--- src/inc/can_mode_pkg.sv ---
// Package for the bus mode-control block: mode codes, timing counts, bit positions.
// Assumes one 250 MHz system clock and a bus bit time given in system clock cycles.
package can_mode_pkg;
   // Mode codes shared by the mode-request and mode-status fields
   localparam logic [2:0] MODE_NORMAL = 3'h0;
   localparam logic [2:0] MODE_SLEEP = 3'h1;
   localparam logic [2:0] MODE_RESET_STATUS = 3'h4;
   // Position of the mode-request field inside the bus control register
   localparam int MODE_REQ_MSB = 7;
   localparam int MODE_REQ_LSB = 5;
   // Recessive bits that mark an idle bus
   localparam logic [3:0] IDLE_BITS = 4'hb;
   // Bus bit time in system clock cycles (default: 1 us bit at 250 MHz)
   localparam int SYS_CLK_MHZ = 250;
   localparam int BIT_TIME_NS = 1000;
   localparam logic [15:0] BIT_CYCLES = 16'(BIT_TIME_NS * SYS_CLK_MHZ / 1000);
   // Bus levels
   localparam logic RECESSIVE = 1'b1;
   localparam logic DOMINANT = 1'b0;
   // Controller state
   typedef enum logic [1:0] {ST_ACTIVE, ST_WAIT_IDLE, ST_SLEEP} ctl_state_e;
endpackage : can_mode_pkg

--- src/inc/bus_idle_if.sv ---
// Interface between the mode controller and its idle detector.
// Assumes both ends run on the same system clock.
`timescale 1ns/1ps
interface bus_idle_if;
   logic rx_level; // Synchronised receive level
   logic enable; // Detector counts when high
   logic idle; // Eleven recessive bits seen
   modport ctl (output rx_level, output enable, input idle);
   modport det (input rx_level, input enable, output idle);
endinterface : bus_idle_if

--- src/rtl/bus_idle_detect.sv ---
// Idle-bus detector: counts consecutive recessive bit times on the receive line.
// Assumes a synchronised receive level and the system clock.
`timescale 1ns/1ps
module bus_idle_detect import can_mode_pkg::*; (
   input wire logic i_sys_clk,
   input wire logic i_rst_n,
   bus_idle_if.det bus
);
   logic [15:0] cyc;
   logic [15:0] next_cyc;
   logic [3:0] bits;
   logic [3:0] next_bits;
   logic idle;
   logic next_idle;

   // Any dominant level restarts the count of recessive bit times
   always_comb begin
      next_cyc = cyc;
      next_bits = bits;
      next_idle = idle;
      if (!bus.enable || bus.rx_level == DOMINANT) begin
         next_cyc = '0;
         next_bits = '0;
         next_idle = 1'b0;
      end else if (!idle) begin
         if (cyc == BIT_CYCLES - 16'h1) begin
            next_cyc = '0;
            next_bits = bits + 4'h1;
            if (bits + 4'h1 == IDLE_BITS) begin
               next_idle = 1'b1;
            end
         end else begin
            next_cyc = cyc + 16'h1;
         end
      end
   end

   // Register stage
   always_ff @(posedge i_sys_clk or negedge i_rst_n) begin
      if (!i_rst_n) begin
         cyc <= '0;
         bits <= '0;
         idle <= 1'b0;
      end else begin
         cyc <= next_cyc;
         bits <= next_bits;
         idle <= next_idle;
      end
   end

   assign bus.idle = idle;
endmodule : bus_idle_detect

--- src/rtl/can_sleep_wake_mode_control.sv ---
// Mode control of a bus controller: Normal and Disable/Sleep, wake on bus activity.
// Assumes the frame engine reports busy/done and takes the enables given here.
`timescale 1ns/1ps

// Behaviour
// - Sleep mode: no frames sent or accepted
// - Sleep keeps pending flags and error counters
// - Request code 001 asks for sleep
// - Clock stops only when no frame active
// - Active controller waits eleven recessive bits first
// - Status reads 001 only once asleep
// - Wake flag alone stays active in sleep
// - Recessive-to-dominant edge in sleep raises interrupt
// - Wake-up restores mode held before sleep
// - Frame causing wake-up is discarded
// - No error frame for lost frame
// - Transmit pin recessive throughout sleep
// - Normal mode monitors, acknowledges, signals errors
// - Own transmissions start only in Normal
// - Mode requested in bits 7:5, status reported
// - Mode change waits for pending transmissions
// - Request zero selects Normal, goes online
module can_sleep_wake_mode_control import can_mode_pkg::*; (
   input wire logic i_sys_clk,
   input wire logic i_rst_n,
   input wire logic [7:0] i_bus_control_register,
   input wire logic i_wake_detect_disable,
   input wire logic i_wake_interrupt_enable,
   input wire logic i_wake_flag_clear,
   input wire logic i_rx_pin,
   input wire logic i_engine_tx_bit,
   input wire logic i_frame_active,
   input wire logic i_tx_pending,
   input wire logic i_irq_pending,
   output logic [2:0] o_mode_status_field,
   output logic o_bus_transmit_pin,
   output logic o_engine_clk_en,
   output logic o_rx_enable,
   output logic o_tx_start_enable,
   output logic o_ack_err_enable,
   output logic o_discard_frame,
   output logic o_irq_mask_others,
   output logic o_wake_flag,
   output logic o_wake_irq
);
   logic [2:0] rx_sync;
   logic rx_prev;
   logic [2:0] req;
   ctl_state_e state;
   ctl_state_e next_state;
   logic [2:0] mode;
   logic [2:0] next_mode;
   logic [2:0] saved_mode;
   logic [2:0] next_saved_mode;
   logic wake_flag;
   logic next_wake_flag;
   logic discard;
   logic next_discard;
   logic sleep_hold;
   logic next_sleep_hold;
   logic wake_edge;
   logic rx_clean;
   bus_idle_if idle_bus ();

   assign req = i_bus_control_register[MODE_REQ_MSB:MODE_REQ_LSB];
   assign rx_clean = (rx_sync[2] == rx_sync[1]) ? rx_sync[1] : rx_prev;
   assign wake_edge = (rx_prev == RECESSIVE) && (rx_clean == DOMINANT);
   assign idle_bus.rx_level = rx_clean;
   assign idle_bus.enable = (state == ST_WAIT_IDLE);

   bus_idle_detect u_idle (
      .i_sys_clk(i_sys_clk),
      .i_rst_n(i_rst_n),
      .bus(idle_bus.det)
   );

   // Receive pin synchroniser; a change counts when stages two and three agree
   always_ff @(posedge i_sys_clk or negedge i_rst_n) begin
      if (!i_rst_n) begin
         rx_sync <= {3{RECESSIVE}};
         rx_prev <= RECESSIVE;
      end else begin
         rx_sync <= {rx_sync[1:0], i_rx_pin};
         rx_prev <= rx_clean;
      end
   end

   // Mode sequencing
   always_comb begin
      next_state = state;
      next_mode = mode;
      next_saved_mode = saved_mode;
      next_discard = discard;
      next_sleep_hold = sleep_hold;
      case (state)
         ST_ACTIVE: begin
            // After a wake-up the old sleep code is still in the field; ignore it until rewritten
            if (req == MODE_SLEEP && !i_tx_pending && !sleep_hold) begin
               next_saved_mode = mode;
               if (i_frame_active) begin
                  next_state = ST_WAIT_IDLE;
               end else begin
                  next_state = ST_SLEEP;
                  next_mode = MODE_SLEEP;
               end
            end else if (req == MODE_NORMAL && !i_tx_pending) begin
               next_mode = MODE_NORMAL;
            end
            if (req != MODE_SLEEP) begin
               next_sleep_hold = 1'b0;
            end
            if (discard && !i_frame_active) begin
               next_discard = 1'b0;
            end
         end
         ST_WAIT_IDLE: begin
            if (req != MODE_SLEEP) begin
               next_state = ST_ACTIVE;
            end else if (idle_bus.idle && !i_tx_pending) begin
               next_state = ST_SLEEP;
               next_mode = MODE_SLEEP;
            end
         end
         ST_SLEEP: begin
            if (wake_edge) begin
               next_state = ST_ACTIVE;
               next_mode = saved_mode;
               next_discard = 1'b1;
               next_sleep_hold = 1'b1;
            end else if (req != MODE_SLEEP) begin
               next_state = ST_ACTIVE;
               next_mode = (req == MODE_NORMAL) ? MODE_NORMAL : saved_mode;
            end
         end
         default: begin
            next_state = ST_ACTIVE;
         end
      endcase
   end

   // Wake flag: set in sleep on bus activity, set beats clear
   always_comb begin
      next_wake_flag = wake_flag;
      if (i_wake_flag_clear) begin
         next_wake_flag = 1'b0;
      end
      if (state == ST_SLEEP && wake_edge && !i_wake_detect_disable) begin
         next_wake_flag = 1'b1;
      end
   end

   // Register stage for mode state
   always_ff @(posedge i_sys_clk or negedge i_rst_n) begin
      if (!i_rst_n) begin
         state <= ST_ACTIVE;
         mode <= MODE_RESET_STATUS;
         saved_mode <= MODE_RESET_STATUS;
         discard <= 1'b0;
         sleep_hold <= 1'b0;
         wake_flag <= 1'b0;
      end else begin
         state <= next_state;
         mode <= next_mode;
         saved_mode <= next_saved_mode;
         discard <= next_discard;
         sleep_hold <= next_sleep_hold;
         wake_flag <= next_wake_flag;
      end
   end

   // Registered outputs; error counters and flags live outside and are never cleared here
   always_ff @(posedge i_sys_clk or negedge i_rst_n) begin
      if (!i_rst_n) begin
         o_mode_status_field <= MODE_RESET_STATUS;
         o_bus_transmit_pin <= RECESSIVE;
         o_engine_clk_en <= 1'b1;
         o_rx_enable <= 1'b0;
         o_tx_start_enable <= 1'b0;
         o_ack_err_enable <= 1'b0;
         o_discard_frame <= 1'b0;
         o_irq_mask_others <= 1'b0;
         o_wake_flag <= 1'b0;
         o_wake_irq <= 1'b0;
      end else begin
         o_mode_status_field <= next_mode;
         o_bus_transmit_pin <= (next_state == ST_SLEEP || next_discard)
            ? RECESSIVE : i_engine_tx_bit;
         o_engine_clk_en <= (next_state != ST_SLEEP);
         o_rx_enable <= (next_state != ST_SLEEP) && !next_discard;
         o_tx_start_enable <= (next_state == ST_ACTIVE)
            && (next_mode == MODE_NORMAL);
         o_ack_err_enable <= (next_state != ST_SLEEP) && (next_mode == MODE_NORMAL)
            && !next_discard;
         o_discard_frame <= next_discard;
         o_irq_mask_others <= (next_state == ST_SLEEP) && i_irq_pending;
         o_wake_flag <= next_wake_flag;
         o_wake_irq <= next_wake_flag && i_wake_interrupt_enable;
      end
   end
endmodule : can_sleep_wake_mode_control

--- config.mk ---
export PLATFORM = sky130hd
export DESIGN_NAME = can_sleep_wake_mode_control
export DESIGN_NICKNAME = d
export VERILOG_FILES = /design/src/inc/can_mode_pkg.sv /design/src/inc/bus_idle_if.sv /design/src/rtl/bus_idle_detect.sv /design/src/rtl/can_sleep_wake_mode_control.sv
export SDC_FILE = /design/constraint.sdc
export NUM_CORES = 1
export LEC_CHECK = 0
export BUFFER_PORTS_ARGS = -buffer_cell sky130_fd_sc_hd__buf_2
export CAP_MARGIN = 0
export CORE_MARGIN = 8
export CORE_UTILIZATION = 25
export DETAILED_ROUTE_END_ITERATION = 8
export GPL_ROUTABILITY_DRIVEN = 0
export SLEW_MARGIN = 20
export SYNTH_ARGS = -nofsm -noshare
export SYNTH_HDL_FRONTEND = slang
export SYNTH_SLANG_ARGS = --single-unit
--- constraint.sdc ---
create_clock -name i_sys_clk -period 2.3 [get_ports i_sys_clk]
set_clock_uncertainty 0.2 [all_clocks]
set_input_delay 0.23 -clock i_sys_clk [delete_from_list [all_inputs] [get_ports i_sys_clk]]
set_output_delay 0.23 -clock i_sys_clk [all_outputs]
set_load 0.01 [all_outputs]
==> metrics.txt, run 1 <==
wirelength, routed=4560 µm; CTS Buffer Depth=2; via/cell ratio=4.75; fin cells=355; GRT Total Usage=around 8.4%; crit-path max FO=6; worst setup path category=flip-flop to flip-flop; Slowest-stage cell, CP=or4_1; largest net degree at the start of global routing=44; endpoint type of the worst setup path=flip-flop; Top delay family on crit path=simple AND/OR/NAND/NOR gates; RSZ-0062 raised after global routing=false; I/O pins=30; slew margin rel.=49.9%; CTS tree=built; CTS sink cnt=43; share of layout cells above drive strength 1=25.2%; launch point of the worst path=u_idle.cyc[0]; site row count=33; Routed WL per cell=around 13 µm; #FFs+latches synth=43; core footprint=8260 µm²; crit path launch type=flip-flop; initial antenna violation count=0; gr ovfl total=0; status=finished, final reports clean; syn_area_per_cell=10.2 µm²; die width=approximately 110 µm; ANT cells=0; worst r2r path cells=6; CP required=2.32 ns; Post-synth EDFFs=0; cells along the critical path=ha_1 -> nor3b_1 -> and4_4 -> or3_4 -> or4_1 -> o21ai_1; Post-Syn Nets=231; pwr dens=540 nW/µm²; first-pass GRT wire length=8040 µm; Initial Util=between 20 and 30%; cell taking the most area after synthesis=dfrtp_1; vias in the first global route=1761; Final Hold Viols=0; Slew @ Worst Pin=~0.74 ns; mapped cell area=2140 µm²; Seq/Total Area, Yosys=50.8%; Crit Reg-Reg Startpoint=u_idle.cyc[0]; worst hold path class=input port to flip-flop; die area=approximately 12000 µm²; CTS clk-pin slew, worst paths=0.08 ns; Port-buffer cells=24; hold path start=i_wake_detect_disable; Syn. warnings=0; Vias=~1700; Hold EP=o_wake_flag; DPL Wire Length=3270 µm; Hold Crit Depth=4; share of Yosys cell area claimed by the top area cell type=41.0%; Slew Limit Fails=0; Post-Synthesis Cells=209; nets@finish=271; clock latency on the worst-skew pair=0.30 ns; fmax=456 MHz; worst path buffer plus inverter count=0; Synth area leaders=dfrtp_1 (41%), dfstp_2 (9.8%), nor2_1 (3.7%); Synth-to-Final Area Change=21.3%; total power=1.40 mW; Leakage=1.12 nW; Final period util=between 90% and 100%; Pre-Repair DR Iteration Count=4; CTS Buf Count=5; Worst VDD drop=0.264 mV; min cycle time layout=2.19 ns; total negative slack=0 ns; Async S/R FF share, synth=100%; Root Driver=clkbuf_8; H-Tree Depth=2; Unique masters post-synth=51; DRC=0; Post-DRT Antenna Nets=0; FF-to-FF setup slack=0.11 ns; Post-synth top flop=dfrtp_1; Cells after DPL=about 340; CP arrival=~2.2 ns; Final setup viols=0; Max stage delay on crit path=0.50 ns; initial detailed-routing violation count=60; worst reg2reg endpoint=u_idle.cyc[14]; Max Cap Viol=0; Die Ht=108 µm
[tightest hold or removal path, cell delays in order]
cell     delay, ns
buf_2         0.08
nor2_1        0.04
nand2_1       0.06
o21ai_0       0.09
[cell usage in the layout, fill, tap and decap left out, types with 8 or more instances in the layout]
cell / n
nand3_1: 9
dfstp_2: 8
nor2_1: 21
o21ai_0: 12
inv_1: 9
dfrtp_1: 35
xnor2_1: 9
buf_4: 9
nand2_1: 14
buf_2: 24
[area by class of cell]
cell class | count | area [µm²]
Sequential cell | 43 | 1090
Multi-Input combinational cell | 151 | 1010
Clock buffer | 6 | 72.6
Clock inverter | 2 | 13.8
Timing Repair Buffer | 39 | 248
Fill cell | 864 | 5660
Tap cell | 105 | 131
Inverter | 9 | 33.8
[power by group]
part / switching (mW) / internal [mW]
clock: 0.262 / 0.214
combinational: 0.0635 / 0.0553
sequential: 0.0183 / 0.788
total: 0.344 / 1.06
[registers in the layout, indices dropped and copies added, names as in the netlist, 2 cells and up]
signal and flops:
state 2, saved_mode 3, rx_sync 3, o_mode_status_field 3
u_idle.cyc 16, u_idle.bits 4
[per-layer routing]
metal	wire, µm	track usage, %	vias to the layer above
met4	53	2.83	0
met2	2080	13.6	44
li1	-	-	831
met1	2190	10.3	805
met3	238	2.68	7
met5	0	0	-
[per-stage QoR]
| stage | area [µm²] | setup slack, ns | utilization, % | hold WS (ns) |
|---|---|---|---|---|
| 2_1_floorplan | 2140 | 0.131 | - | -0.266 |
| 3_3_place_gp | 2430 | 0.101 | 29.4 | 0.137 |
| 6_report | 2590 | 0.109 | 31.4 | 0.0532 |
| 4_1_cts | 2580 | 0.0565 | 31.2 | 0.0471 |
| 5_1_grt | 2590 | 0.0160 | 31.4 | 0.0732 |
| 3_5_place_dp | 2430 | 0.0811 | 29.4 | 0.141 |
[worst max path at each step]
stage	end	cells past startpoint	slack (ns)
2_1_floorplan	u_idle.cyc[14]	7	0.13
3_3_place_gp	u_idle.cyc[14]	6	0.10
3_5_place_dp	u_idle.cyc[14]	6	0.08
4_1_cts	u_idle.cyc[14]	6	0.06
5_1_grt	u_idle.cyc[5]	7	0.02
6_report	u_idle.cyc[14]	6	0.11
[synth_stat cells (3+ instances only)]
library cell / count
nor2_1: 21
xnor2_1: 9
nor4_1: 4
inv_1: 9
o21ai_0: 12
nand2b_1: 3
dfrtp_1: 35
dfstp_2: 8
nor4b_1: 6
nand3_1: 9
nor3_1: 6
ha_1: 4
a21oi_1: 6
nor2b_1: 4
nand2_1: 14
or3_1: 5
clkbuf_1: 3
nor3b_1: 6
mux2_2: 4
[what timing repair did]
item | 4_1_cts | 5_1_grt
hold buffers | 6 | 0
setup endpoints to repair | 0 | 4
hold endpoints to repair | 40 | 0
gates resized for setup | 0 | 3
buffers inserted | 0 | 0
[cells by family (layout without fill, tap and decap cells)]
family,count (synthesis),in the layout,share of synthesized area [%]
flip-flops,43,43,50.8
buffers and inverters,15,56,2.81
AO/OA/AOI/OAI,35,35,10.7
multiplexers,4,4,2.11
adder cells (fa/ha/maj),5,5,2.98
XOR/XNOR,11,11,4.51
AND/OR/NAND/NOR,96,96,26.1
Note: power is estimated with default switching activity, not from simulation.
==> run 2: changes to the inputs <==
--- a/config.mk
+++ b/config.mk
@@ -11,6 +11,7 @@
 export CORE_UTILIZATION = 25
 export DETAILED_ROUTE_END_ITERATION = 8
 export GPL_ROUTABILITY_DRIVEN = 0
+export PLACE_DENSITY_LB_ADDON = 0.3
 export SLEW_MARGIN = 20
 export SYNTH_ARGS = -nofsm -noshare
 export SYNTH_HDL_FRONTEND = slang
==> metrics.txt, run 2 (synthesis results as in run 1) <==
largest register by flop count=u_idle.cyc (unchanged); area of the multi-input gates=1020 µm² (was 1010 µm²); commonest non-fill, non-tap cell in the layout=dfrtp_1 (unchanged); DPL Wire Length=3520 µm (was 3270 µm); status=finished, final reports clean (unchanged); initial antenna violation count=0 (unchanged); vias in the first global route=1760 (was 1761); via/cell ratio=4.57 (was 4.75); fmax=453 MHz (was 456 MHz); CTS tree=built (unchanged); Max Cap Viol=0 (unchanged); Port-buffer cells=24 (unchanged); WHS=0.0291 ns (was 0.0532 ns); crit path launch type=flip-flop (unchanged); Synth-to-Final Area Change=25.3% (was 21.3%); CTS Buffer Depth=2 (unchanged); Reg area=1090 µm² (about the same); Fill cells=849 (was 864); core footprint=8260 µm² (unchanged); Routed WL per cell=13.3 µm (was 12.8 µm); endpoint type of the worst setup path=flip-flop (unchanged); min cycle time layout=2.21 ns (was 2.19 ns); slew margin rel.=63.7% (was 49.9%); pwr dens=582 nW/µm² (was 540 nW/µm²); first-pass GRT wire length=8400 µm (was 8040 µm); crit-path max FO=6 (unchanged); gr ovfl total=0 (unchanged); H-Tree Depth=2 (unchanged); DRC=0 (unchanged); largest net degree at the start of global routing=21 (was 44); I/O pins=30 (unchanged); P_sw=0.361 mW (was 0.344 mW); most frequent cells in the layout=dfrtp_1 (34), buf_2 (24), nor2_1 (21) (was dfrtp_1 (35), buf_2 (24), nor2_1 (21)); total negative slack=0 ns (unchanged); worst setup path category=flip-flop to flip-flop (unchanged); CTS clk-pin slew, worst paths=0.09 ns (was 0.08 ns); Final setup viols=0 (unchanged); Worst VDD drop=0.401 mV (was 0.264 mV); Area after DPL=2460 µm² (was 2430 µm²); initial detailed-routing violation count=54 (was 60); part of the power in registers=51.8% (was 57.5%); wirelength, routed=4800 µm (was 4560 µm); die width=108 µm (unchanged); Leakage=1.17 nW (was 1.12 nW); Final period util=96.0% (was 95.3%); CP arrival=2.23 ns (was 2.21 ns); ANT cells=0 (unchanged); Slew Limit Fails=0 (unchanged); Initial Util=25.9% (unchanged); total power=1.56 mW (was 1.40 mW); Vias=1648 (was 1687); fin area=2680 µm² (was 2590 µm²); CP required=2.32 ns (about the same); Post-DRT Antenna Nets=0 (unchanged); die area=11800 µm² (unchanged); CTS Buf Count=5 (unchanged); nets@finish=277 (was 271); share of layout cells above drive strength 1=28.1% (was 25.2%); site row count=33 (unchanged); CTS sink cnt=43 (unchanged); P_int=1.20 mW (was 1.06 mW); Die Ht=108 µm (unchanged); Final Hold Viols=0 (unchanged); sw frac=23.2% (was 24.5%); max reg flops=16 (unchanged); power share of the combinational group=7.9% (was 8.5%); Slew @ Worst Pin=0.538 ns (was 0.743 ns); worst hold path class=input port to flip-flop (unchanged); Clock Power Share=40.3% (was 34.0%); Root Driver=clkbuf_8 (unchanged); clock latency on the worst-skew pair=0.30 ns (about the same); Pre-Repair DR Iteration Count=4 (unchanged); FF-to-FF setup slack=0.09 ns (was 0.11 ns); GRT Total Usage=8.74% (was 8.39%); Largest regs=u_idle.cyc x16, u_idle.bits x4 (unchanged)
[run 2: power groups by stage]
| stage | clock network [mW] | logic, mW | registers (mW) |
|---|---|---|---|
| after global routing | 0.669 | 0.141 | 0.812 |
| final | 0.629 | 0.123 | 0.808 |
| after CTS | 0.640 | 0.123 | 0.807 |
| after floorplan | 0 | 0.0460 | 0.823 |
| after global placement | 0 | 0.113 | 0.822 |
| after detailed placement | 0 | 0.114 | 0.820 |
[run 2: area by class of cell]
cell class	instances	share of cell area, %
flip-flops and latches	43	40.6
clock buffers	6	3.08
repair buffers	45	10.9
multi-input cells	151	37.9
inverters	9	1.26
well taps	105	4.90
clock inverters	2	1.31
[run 2: final timing paths]
kind,endpoint,cells after the start,start
max,u_idle.cyc[14],6,u_idle.cyc[0]
min,o_wake_flag,4,i_wake_detect_disable
max reg2reg,u_idle.cyc[14],6,u_idle.cyc[0]
min reg2reg,rx_sync[1],0,rx_sync[0]
max in group asynchronous,o_mode_status_field[2],3,i_rst_n
min in group asynchronous,u_idle.cyc[1],2,i_rst_n
[run 2: layer usage]
| layer | vias up | share of wire [%] | GRT usage (%) |
|---|---|---|---|
| met2 | 28 | 43 | 12.9 |
| li1 | 837 | - | - |
| met3 | 5 | 4.5 | 2.91 |
| met5 | - | 0 | 0 |
| met1 | 778 | 52 | 11.9 |
| met4 | 0 | 0.63 | 2.25 |
[run 2: critical path, cell delays in order (launching register included)]
cell     delay, ns
dfrtp_1       0.42
ha_1          0.22
nor3b_1       0.13
and4_4        0.21
or3_4         0.35
or4_1         0.50
o21ai_1       0.09
[run 2: what timing repair did]
action                                  in CTS  in global routing
buffers inserted                             0                  2
hold buffers                                 6                  0
hold endpoints to repair                    44                  0
resized for setup                            0                  5
endpoints found under the setup margin       0                  2
[run 2: stage by stage]
step	utilization [%]	cells	worst slack, ns
after global routing	32.4	361	-0.0366
after CTS	32.0	359	0.0486
after floorplan	-	209	0.131
final	32.4	361	0.0920
after global placement	29.8	345	0.108
after detailed placement	29.8	345	0.0863
